[config.mk]
export PLATFORM = sky130hd
export DESIGN_NAME = dcs_top
export DESIGN_NICKNAME = d
export VERILOG_FILES = /design/src/verilog/dcs_sync.v /design/src/verilog/dcs_status.v /design/src/verilog/dcs_top.v
export VERILOG_INCLUDE_DIRS = /design/src /design/src/verilog
export SDC_FILE = /design/constraint.sdc
export NUM_CORES = 1
export LEC_CHECK = 0
export ABC_CLOCK_PERIOD_IN_PS = 2200
export BUFFER_PORTS_ARGS = -buffer_cell sky130_fd_sc_hd__buf_2
export CORE_MARGIN = 3
export CORE_UTILIZATION = 47
export CTS_BUF_LIST = sky130_fd_sc_hd__clkbuf_4
export CTS_CLUSTER_SIZE = 14
export DETAILED_ROUTE_END_ITERATION = 16
export HOLD_SLACK_MARGIN = 0.03
export PLACE_DENSITY = 0.82
export SYNTH_ARGS = -nofsm -noshare
export SYNTH_HDL_FRONTEND = slang
export SYNTH_SLANG_ARGS = --single-unit
[constraint.sdc]
create_clock -name clock -period 2.2 [get_ports clock]
set_clock_uncertainty 0.2 [all_clocks]
set_input_delay 0.22 -clock clock [delete_from_list [all_inputs] [get_ports clock]]
set_output_delay 0.22 -clock clock [all_outputs]
set_load 0.05 [all_outputs]
[src/verilog/dcs_defs.vh]
// constants for the diagnostic setup and fault status message block
// Behaviour
// - selector 0000010 in bits 30:24 picks setup word channels 0-3; bit 31 writes.
// - selector 0000011 picks setup word channels 4-7, same layout and read/write bit.
// - two-bit battery short threshold per channel, 0.7 to 1.3 volts, reset 11.
// - four-bit retry field per channel, sixteen times value PWM periods, reset 1111.
// - setup answer echoes selector plus all four channels' threshold and retry fields.
// - status words treat a write as a read and leave the setup store unchanged.
// - selector 0000100 picks status word channels 0-3, echoed in bits 30:24.
// - selector 0000101 picks status word channels 4-7 with the same layout.
// - ground short flag per channel at bits 23,17,11,5, zero after reset.
// - gate-off test done flag at bits 22,16,10,4, zero after reset.
// - battery short fault flag at bits 21,15,9,3, zero after reset.
// - battery short test done flag at bits 20,14,8,2, zero after reset.
// - open load gate-off flag at bits 19,13,7,1, zero after reset.
// - open load gate-on flag at bits 18,12,6,0, zero after reset.
// - per-channel mask decides whether its faults raise the fault pin; reset off.
`ifndef DCS_DEFS_VH
`define DCS_DEFS_VH

// ==========================================================
// frame layout
`define DCS_FRAME_BITS   6'h20
`define DCS_RW_BIT       31
`define DCS_ID_HI        30
`define DCS_ID_LO        24
`define DCS_DATA_HI      23
`define DCS_CH_W         6

// ==========================================================
// message selectors
`define DCS_ID_CFG_LO    7'h02
`define DCS_ID_CFG_HI    7'h03
`define DCS_ID_STS_LO    7'h04
`define DCS_ID_STS_HI    7'h05

// ==========================================================
// reset values
`define DCS_LVL_RST      2'h3
`define DCS_RETRY_RST    4'hF
`define DCS_CFG_RST      48'hFFFFFFFFFFFF
`define DCS_STS_RST      48'h000000000000
`define DCS_SYNC_RST     3'h2

// ==========================================================
// status flag positions inside one channel field
`define DCS_F_GND        5
`define DCS_F_OFFT       4
`define DCS_F_BAT        3
`define DCS_F_SBT        2
`define DCS_F_OLOF       1
`define DCS_F_OLON       0

`endif

[src/verilog/dcs_sync.v]
// two-flop synchroniser for the serial pins
`include "dcs_defs.vh"

module dcs_sync (
   input  wire       clock,
   input  wire       rst,
   input  wire [2:0] d,
   output reg  [2:0] q
);

   reg [2:0] meta_r;

   // ==========================================================
   // first stage feeds only the second
   always @(posedge clock) begin
      if (rst) begin
         meta_r <= `DCS_SYNC_RST;
         q      <= `DCS_SYNC_RST;
      end else begin
         meta_r <= d;
         q      <= meta_r;
      end
   end

endmodule

[src/verilog/dcs_status.v]
// sticky per-channel fault and test-done flags
`include "dcs_defs.vh"

module dcs_status (
   input  wire        clock,
   input  wire        rst,
   input  wire [7:0]  ground_short_evt,
   input  wire [7:0]  gate_off_test_evt,
   input  wire [7:0]  battery_short_evt,
   input  wire [7:0]  battery_short_test_evt,
   input  wire [7:0]  open_load_gate_off_evt,
   input  wire [7:0]  open_load_gate_on_evt,
   input  wire        clear_low,
   input  wire        clear_high,
   output reg  [47:0] flags_r
);

   reg     [47:0] set_v;
   reg     [47:0] clr_v;
   integer        c;

   // ==========================================================
   // gather events into six-bit channel fields
   always @* begin
      set_v = 48'h000000000000;
      clr_v = 48'h000000000000;
      for (c = 0; c < 8; c = c + 1) begin
         set_v[6 * c + `DCS_F_GND]  = ground_short_evt[c];
         set_v[6 * c + `DCS_F_OFFT] = gate_off_test_evt[c];
         set_v[6 * c + `DCS_F_BAT]  = battery_short_evt[c];
         set_v[6 * c + `DCS_F_SBT]  = battery_short_test_evt[c];
         set_v[6 * c + `DCS_F_OLOF] = open_load_gate_off_evt[c];
         set_v[6 * c + `DCS_F_OLON] = open_load_gate_on_evt[c];
         clr_v[6 * c +: 6] = (c < 4) ? {6{clear_low}} : {6{clear_high}};
      end
   end

   // ==========================================================
   // set beats clear so an event during a read is kept
   always @(posedge clock) begin
      if (rst) begin
         flags_r <= `DCS_STS_RST;
      end else begin
         flags_r <= (flags_r & ~clr_v) | set_v;
      end
   end

endmodule

[src/verilog/dcs_top.v]
// serial diagnostic setup and fault status message block
`include "dcs_defs.vh"

module dcs_top (
   input  wire        clock,
   input  wire        rst,
   input  wire        sck,
   input  wire        cs_n,
   input  wire        si,
   output reg         so_r,
   output reg         so_oe_n_r,
   input  wire [7:0]  ground_short_evt,
   input  wire [7:0]  gate_off_test_evt,
   input  wire [7:0]  battery_short_evt,
   input  wire [7:0]  battery_short_test_evt,
   input  wire [7:0]  open_load_gate_off_evt,
   input  wire [7:0]  open_load_gate_on_evt,
   input  wire [7:0]  channel_fault_pin_mask,
   output wire [15:0] battery_short_level,
   output wire [31:0] battery_short_retry_interval,
   output reg  [63:0] retry_periods_r,
   output reg         fault_out_r,
   output reg         frame_error_r
);

   // ==========================================================
   // state codes
   localparam ST_IDLE  = 3'h1;
   localparam ST_SHIFT = 3'h2;
   localparam ST_DONE  = 3'h4;

   // ==========================================================
   // declarations
   wire [2:0]  pins_s;
   wire        sck_s;
   wire        cs_n_s;
   wire        si_s;
   reg         sck_d_r;
   reg         cs_n_d_r;
   wire        sck_rise;
   wire        sck_fall;
   wire        cs_fall;
   wire        cs_rise;
   reg  [2:0]  state_r;
   reg  [5:0]  cnt_r;
   reg  [31:0] rx_r;
   reg  [31:0] tx_r;
   reg  [31:0] resp_r;
   reg  [47:0] cfg_r;
   wire [47:0] flags;
   wire [6:0]  rx_id;
   wire        rx_wr;
   wire        frame_ok;
   wire        sts_sel;
   wire        clear_low;
   wire        clear_high;
   reg  [7:0]  chan_fault;
   integer     i;
   integer     j;

   // ==========================================================
   // field group of one four-channel word
   // lowest channel lands in the top six bits
   function [23:0] grp_pack;
      input [47:0] v;
      input        grp;
      integer      k;
      integer      ch;
      begin
         grp_pack = 24'h000000;
         for (k = 0; k < 4; k = k + 1) begin
            ch = 4 * grp + k;
            grp_pack[23 - 6 * k -: 6] = v[6 * ch +: 6];
         end
      end
   endfunction

   // ==========================================================
   // write one four-channel word into the setup store
   function [47:0] cfg_put;
      input [47:0] cur;
      input        grp;
      input [23:0] w;
      integer      k;
      integer      ch;
      begin
         cfg_put = cur;
         for (k = 0; k < 4; k = k + 1) begin
            ch = 4 * grp + k;
            cfg_put[6 * ch +: 6] = w[23 - 6 * k -: 6];
         end
      end
   endfunction

   // ==========================================================
   // pin synchronisers; link clock is sampled, not used as a clock
   dcs_sync u_sync (
      .clock (clock),
      .rst   (rst),
      .d     ({sck, cs_n, si}),
      .q     (pins_s)
   );

   assign sck_s  = pins_s[2];
   assign cs_n_s = pins_s[1];
   assign si_s   = pins_s[0];

   // ==========================================================
   // edge detection on the synchronised copies only
   always @(posedge clock) begin
      if (rst) begin
         sck_d_r  <= 1'b0;
         cs_n_d_r <= 1'b1;
      end else begin
         sck_d_r  <= sck_s;
         cs_n_d_r <= cs_n_s;
      end
   end

   assign sck_rise = sck_s & ~sck_d_r;
   assign sck_fall = ~sck_s & sck_d_r;
   assign cs_fall  = ~cs_n_s & cs_n_d_r;
   assign cs_rise  = cs_n_s & ~cs_n_d_r;

   // ==========================================================
   // decode of a finished frame
   assign rx_id    = rx_r[`DCS_ID_HI:`DCS_ID_LO];
   assign rx_wr    = rx_r[`DCS_RW_BIT];
   assign frame_ok = (cnt_r == `DCS_FRAME_BITS);

   // the status words are picked by two selectors
   assign sts_sel    = (rx_id == `DCS_ID_STS_LO) | (rx_id == `DCS_ID_STS_HI);
   // reading a status word clears the flags it reported
   // selector bit 0 tells the lower status group from the upper one
   assign clear_low  = (state_r == ST_DONE) & frame_ok & sts_sel & ~rx_id[0];
   assign clear_high = (state_r == ST_DONE) & frame_ok & sts_sel & rx_id[0];

   // ==========================================================
   // sticky fault and test-done flags
   dcs_status u_status (
      .clock                  (clock),
      .rst                    (rst),
      .ground_short_evt       (ground_short_evt),
      .gate_off_test_evt      (gate_off_test_evt),
      .battery_short_evt      (battery_short_evt),
      .battery_short_test_evt (battery_short_test_evt),
      .open_load_gate_off_evt (open_load_gate_off_evt),
      .open_load_gate_on_evt  (open_load_gate_on_evt),
      .clear_low              (clear_low),
      .clear_high             (clear_high),
      .flags_r                (flags)
   );

   // ==========================================================
   // frame sequencer: shift in on sck rise, shift out on sck fall
   // the answer to a frame goes out during the next frame, so a
   // read costs two frames but the shifter never races the decode
   always @(posedge clock) begin
      if (rst) begin
         state_r       <= ST_IDLE;
         cnt_r         <= 6'h00;
         rx_r          <= 32'h00000000;
         tx_r          <= 32'h00000000;
         resp_r        <= 32'h00000000;
         cfg_r         <= `DCS_CFG_RST;
         so_r          <= 1'b0;
         so_oe_n_r     <= 1'b1;
         frame_error_r <= 1'b0;
      end else begin
         frame_error_r <= 1'b0;
         case (state_r)
            ST_IDLE: begin
               if (cs_fall) begin
                  // first answer bit must be on the pin before any sck edge
                  cnt_r     <= 6'h00;
                  tx_r      <= resp_r;
                  so_r      <= resp_r[31];
                  so_oe_n_r <= 1'b0;
                  state_r   <= ST_SHIFT;
               end
            end
            ST_SHIFT: begin
               if (cs_rise) begin
                  so_oe_n_r <= 1'b1;
                  so_r      <= 1'b0;
                  state_r   <= ST_DONE;
               end else if (sck_rise) begin
                  rx_r <= {rx_r[30:0], si_s};
                  // saturate so a long burst cannot wrap back to 32
                  if (cnt_r != 6'h3F) begin
                     cnt_r <= cnt_r + 6'h01;
                  end
               end else if (sck_fall) begin
                  tx_r <= {tx_r[30:0], 1'b0};
                  so_r <= tx_r[30];
               end
            end
            ST_DONE: begin
               state_r <= ST_IDLE;
               if (!frame_ok) begin
                  // wrong pulse count: drop the frame, keep old answer
                  frame_error_r <= 1'b1;
               end else begin
                  case (rx_id)
                     `DCS_ID_CFG_LO: begin
                        if (rx_wr) begin
                           cfg_r  <= cfg_put(cfg_r, 1'b0, rx_r[23:0]);
                           resp_r <= {1'b0, rx_id, rx_r[23:0]};
                        end else begin
                           resp_r <= {1'b0, rx_id, grp_pack(cfg_r, 1'b0)};
                        end
                     end
                     `DCS_ID_CFG_HI: begin
                        if (rx_wr) begin
                           cfg_r  <= cfg_put(cfg_r, 1'b1, rx_r[23:0]);
                           resp_r <= {1'b0, rx_id, rx_r[23:0]};
                        end else begin
                           resp_r <= {1'b0, rx_id, grp_pack(cfg_r, 1'b1)};
                        end
                     end
                     `DCS_ID_STS_LO: begin
                        // write bit ignored, setup store untouched
                        resp_r <= {1'b0, rx_id, grp_pack(flags, 1'b0)};
                     end
                     `DCS_ID_STS_HI: begin
                        resp_r <= {1'b0, rx_id, grp_pack(flags, 1'b1)};
                     end
                     default: begin
                        // other messages are served elsewhere; answer zero
                        resp_r <= 32'h00000000;
                     end
                  endcase
               end
            end
            default: begin
               state_r   <= ST_IDLE;
               so_oe_n_r <= 1'b1;
            end
         endcase
      end
   end

   // ==========================================================
   // setup fields straight from the store to the detectors
   genvar g;
   generate
      for (g = 0; g < 8; g = g + 1) begin : g_out
         assign battery_short_level[2 * g +: 2]          = cfg_r[6 * g + 4 +: 2];
         assign battery_short_retry_interval[4 * g +: 4] = cfg_r[6 * g +: 4];
      end
   endgenerate

   // ==========================================================
   // retry interval in PWM periods, sixteen per field step
   // one cycle behind the store, harmless against PWM time scales
   always @(posedge clock) begin
      if (rst) begin
         retry_periods_r <= {8{`DCS_RETRY_RST, 4'h0}};
      end else begin
         for (i = 0; i < 8; i = i + 1) begin
            retry_periods_r[8 * i +: 8] <= {cfg_r[6 * i +: 4], 4'h0};
         end
      end
   end

   // ==========================================================
   // channel fault summary; tested flags are not faults
   always @* begin
      chan_fault = 8'h00;
      // own loop index: the clocked retry process already drives i
      for (j = 0; j < 8; j = j + 1) begin
         chan_fault[j] = flags[6 * j + `DCS_F_GND] | flags[6 * j + `DCS_F_BAT] |
                         flags[6 * j + `DCS_F_OLOF] | flags[6 * j + `DCS_F_OLON];
      end
   end

   // ==========================================================
   // fault pin follows masked sticky faults
   always @(posedge clock) begin
      if (rst) begin
         fault_out_r <= 1'b0;
      end else begin
         fault_out_r <= |(chan_fault & channel_fault_pin_mask);
      end
   end

endmodule

Yosys cells after proc, flatten, opt, wreduce, memory -nomap -nowiden --
Cells that the tools add are included. W data, S select, Z words.
Word-level totals: flip-flop bits (word level) 275, output and inout port bits 116, logic and storage cells 123
Operators by class: add/subtract/negate cells 1, equality and inequality tests 18, muxes and demuxes 28, bitwise gates (word level) 46, reductions and logical operators 12
Operators with widths (number):
- $mux W31 | 4
- $pmux W31 S4 | 1
- $pmux W48 S2 | 1
- $mux W24 | 3
- $pmux W31 S2 | 1
- $and A48 B48 Y48 | 1
- $mux W48 | 1
- $not A48 Y48 | 1
- $or A48 B48 Y48 | 1
- $or A1 B1 Y1 | 25
- $mux W6 | 4
- $reduce_and A5 Y1 | 4
- $eq A7 B2 Y1 const B | 2
- $eq A7 B3 Y1 const B | 2
- $ne A2 B2 Y1 const B | 7
- $pmux W6 S2 | 1
- $not A1 Y1 | 9
- $and A1 B1 Y1 | 8
- $and A8 B8 Y8 | 1
- $reduce_or A8 Y1 | 1
- $mux W1 | 7
- $add A6 B1 Y6 const B | 1
- $eq A6 B6 Y1 const B | 1
- $mux W3 | 2
- other kinds (13) | 16

Logic depth before layout (Yosys ltp) --
word-level depth 7, mapped depth 10

Cells and area by module --
From an unflattened synthesis, not the netlist that was laid out.
Unflattened totals: cell total of the unflattened synthesis 1180, area total of the unflattened synthesis 10480.1 sq um
Modules (own cells, without submodules):
- dcs_top | times used 1, cells an instance 967, area each 8425.6 sq um, sequential area each 3783.6 sq um
- dcs_status | times used 1, cells an instance 201, area each 1896.8 sq um, sequential area each 960.9 sq um
- dcs_sync | times used 1, cells an instance 12, area each 157.7 sq um, sequential area each 120.1 sq um

Worst setup path after synthesis --
Ideal clock, no wire load.
path kind register to register, start point register state_r[2], end point register u_status.flags_r[10], library setup time 128 ps, arrival 2059 ps, path slack -187 ps, stages on the path, launching flop included 10, path buffers 4, path through dfxtp_1 > buf_4 > or3b_4 > or3_1 > buf_2 > or3_1 > buf_6 > buf_6 > a21oi_2 > nor2_1
Between the ends: word-level cells in the longest chain between the ends 7
Ends and longest elaborated chain:
- start: declaration | line dcs_top.v:44 | reg [2:0] state_r;
- start signal: assignment | line dcs_top.v:160 | state_r <= ST_IDLE;
- start signal: assignment | line dcs_top.v:179 | state_r <= ST_SHIFT;
- start signal: assignment | line dcs_top.v:186 | state_r <= ST_DONE;
- $eq A3 B3 Y1 | line dcs_top.v:135 | assign clear_low = (state_r == ST_DONE) & frame_ok & sts_sel & ~rx_id[0];
- $and A1 B1 Y1 (3 in a row) | line dcs_top.v:135
- $not A48 Y48 | line dcs_status.v:44 | flags_r <= (flags_r & ~clr_v) | set_v;
- $and A48 B48 Y48 | line dcs_status.v:44
- $or A48 B48 Y48 | line dcs_status.v:44
- end signal: assignment | line dcs_status.v:42 | flags_r <= `DCS_STS_RST;
- end signal: assignment | line dcs_status.v:44
- end: declaration | line dcs_status.v:15 | output reg [47:0] flags_r
Every way passes these cells. A chain may end at the register's enable or synchronous reset.

Worst setup path after layout --
start point register state_r[1], end point register u_status.flags_r[16]
Same word-level chain as after synthesis.

==> results by group <==
Logic synthesis
  • Seq/Total Area, Yosys: 50.3%
  • Post-synthesis cell count: 1,109
  • Syn avg cell area: 8.72 µm²
  • Synth warn: 0
  • Post-synth EDFFs: 0
  • Mapped cell area: 9670 µm²
  • Count of cell types in the netlist: 47
  • Dominant synthesized flop cell: dfxtp_1
  • Yosys reg bits: 243
  • Async set-reset flop share out of synthesis: 0%

Routing
  • Total Wirelength: 28,800 µm
  • DRC violations left: 0
  • WL per Instance: 17.2 µm
  • Vias per Instance: 5.51
  • Via count: 9,196
  • Final ANT Viol Nets: 0
  • Pre-antenna DRT Iters: 5
  • Initial drt markers: 981

Floorplanning
  • DIE AREA: 22,300 µm²
  • Initial Util: 48.7%
  • Core area: 19,800 µm²
  • Die Y: 149 µm
  • Die outline width: 149 µm
  • Cell row count: 51
  • I/O pin count: 177

Worst setup path
  • Critical-path maximum fanout: 14
  • WP data required: 2.52 ns
  • Worst setup path class: reg -> reg
  • Reg2reg path depth: 6
  • CP Capture Type: register
  • Worst Path Arrival: 2.56 ns
  • Critical Path Source Type: register

Power and ir drop
  • P_int: 6.88 mW
  • PD cells: 729 nW/µm²
  • Psw: 2.24 mW
  • Sw Ratio: 24.6%
  • Clk pwr share: 43.1%
  • LEAKAGE: 4.91 nW
  • Peak VDD IR: 0.471 mV
  • Reg power frac: 50.2%
  • Combinational Power Share: 6.7%

Cells and area
  • Fin util: 63.1%
  • Share of cells above drive strength 1: 26.7%
  • Nets@finish: 1,423
  • Filler Cell Count: 1,551
  • Synth-to-Final Area Change: 29.4%

Clocking
  • CTS Sinks: 243
  • Root buffer cell: clkbuf_4
  • Reg clk slew, reported paths: 0.08 ns
  • Worst-skew pair later-pin latency: 0.72 ns
  • CTS tree: yes
  • Max clock buf depth: 3
  • Clock buffer count from CTS: 60
  • H-tree levels: 2

Place
  • Buffers added on ports: 144
  • Detailed placer's ending HPWL: 16,500 µm
  • GPL Wtd Cong: 0.848
  • Dpl ws: -0.0387 ns

Run status
  • Outcome: finished, violations left
  • Failing checks: setup timing

Global route
  • Largest net degree at the start of global routing: 85
  • Gr usage total: 24.1%
  • Overflow after GRT: 0
  • Vias in the first global route: 8,679
  • First-pass GRT wire length: 43,900 µm
  • Initial antenna violation count: 1

Timing
  • Worst-Margin Slew: 0.524 ns
  • Max Freq: 0.447 GHz
  • Minimum clock period: 2.24 ns
  • Relative slew slack: 64.9%
  • RSZ-0062 raised after global routing: true
  • Slew Limit Fails: 0
  • Final setup margin: -0.0362 ns
  • Final setup violation count: 10
  • Final worst path period share: 102%
  • Final hold viol count: 0

Job
  • # Max-Cap Violations: 0

Worst hold path
  • Hold path cells: 4
  • Tightest Hold Check Type: in -> reg
[power groups by stage]
stage / Clock (mW) / Combinational [mW] / Sequential [mW]
floorplan: 0 / 0.379 / 4.66
global placement: 0 / 0.453 / 4.66
detailed placement: 0 / 0.461 / 4.67
CTS: 3.99 / 0.567 / 4.57
global route: 4.22 / 0.652 / 4.59
finish: 3.94 / 0.610 / 4.58
[cell families after synthesis]
family / after synthesis / share of synthesized area, %
xor gates and xnor gates: 1 / 0.0905
DFF: 243 / 50.3
other: 1 / 0.0388
and+or+nand+nor: 481 / 23.2
AOI/OAI and AO/OA: 214 / 14.8
muxes: 49 / 5.07
buffers and inverters: 118 / 6.25
adders and majority gates: 2 / 0.259
[cell type report]
type,count,area (µm²),share of cell area (%)
clock inverters,19,160,1.28
multi-input cells,779,4460,35.6
inverters,5,18.8,0.150
repair buffers,271,2050,16.3
flip-flops and latches,243,4870,38.9
diodes,1,2.50,0.0200
well taps,265,332,2.65
clock buffers,85,638,5.10
[routing by layer]
layer	wire, µm	global-route usage [%]	up-vias
met5	0	0	-
met4	1250	11.5	0
met3	2110	5.03	101
met2	14200	40.4	466
met1	11200	29.5	4362
li1	-	-	4267
[what timing repair did]
item / CTS / global route
hold endpoints to repair: 144 / 0
hold buffers: 70 / 0
resized for setup: 8 / 31
pin swaps: 1 / 16
endpoints found under the setup margin: 50 / 148
cloned: 1 / 4
setup buffers: 0 / 8
[cell usage after synthesis (all sizes together) (2+ instances only)]
library cell	n	area [µm²]
o21ai	5	25.0
o41ai	8	70.1
nor2b	9	56.3
and3	2	12.5
buf	51	353
or2	35	219
a21oi	113	641
mux2i	49	490
nor4	2	18.8
nand2	227	852
nand2b	5	31.3
nand4	4	25.0
ha	2	25.0
inv	5	18.8
o22ai	25	156
or3	3	18.8
and2	5	31.3
o31ai	2	15.0
dfxtp	243	4860
nor3	7	35.0
nand3b	51	383
a311oi	31	272
clkbuf	62	233
nor2	119	447
nand3	4	20.0
a22o	24	210
[flip-flops by register name (all words and copies together), names as in the netlist, 3 cells and up]
signal and count:
cfg_r 48, cnt_r 6, u_sync.meta_r 3, tx_r 31, rx_r 32, u_sync.q 3, state_r 3, resp_r 31
u_status.flags_r 48, retry_periods_r 32
[path summary, 6_finish.rpt]
check                           slack (ns)                    to                 from
worst max-delay path                 -0.04  u_status.flags_r[16]           state_r[1]
worst min register to register        0.21               tx_r[7]              tx_r[6]
worst min-delay path                  0.05  u_status.flags_r[41]  ground_short_evt[6]
worst max register to register       -0.04  u_status.flags_r[16]           state_r[1]
[cell usage in the layout (no fill, tap or decap), types with 4 or more instances in the layout]
master,synthesis,final
a21oi_1,93,88
a21oi_2,20,23
a22o_1,24,24
a311oi_1,31,30
and2_1,5,5
buf_12,0,9
buf_2,12,144
buf_4,33,38
buf_6,3,6
clkbuf_4,0,85
clkinv_1,0,11
clkinv_2,0,4
conb_1,1,32
dfxtp_1,243,240
dlygate4sd3_1,0,70
inv_1,5,4
mux2i_1,49,49
nand2_1,227,227
nand2b_1,5,5
nand3_1,4,4
nand3b_1,51,51
nand4_1,4,4
nor2_1,119,119
nor2b_1,9,8
nor3_1,7,5
o21ai_0,5,4
o22ai_1,25,25
o41ai_1,8,8
or2_2,35,35
[critical path, stage by stage (launching register included)]
cell     delay (ns)
dfxtp_1        0.31
or3b_4         0.38
or3_4          0.39
or3_4          0.38
buf_12         0.18
a21oi_2        0.15
nor2_1         0.07
[per-stage QoR]
stage	hold slack, ns	instances	total power [mW]	area, µm²	setup TNS, ns
after floorplan	0.124	1140	5.04	9810	-3.58
after global placement	0.203	1480	5.12	10700	0
after detailed placement	0.202	1480	5.13	10700	-0.410
after CTS	0.0302	1655	9.12	12300	0
after global routing	0.0610	1668	9.46	12500	-1.56
final	0.0455	1668	9.12	12500	-0.160
Power figures use the tool's default switching activity.
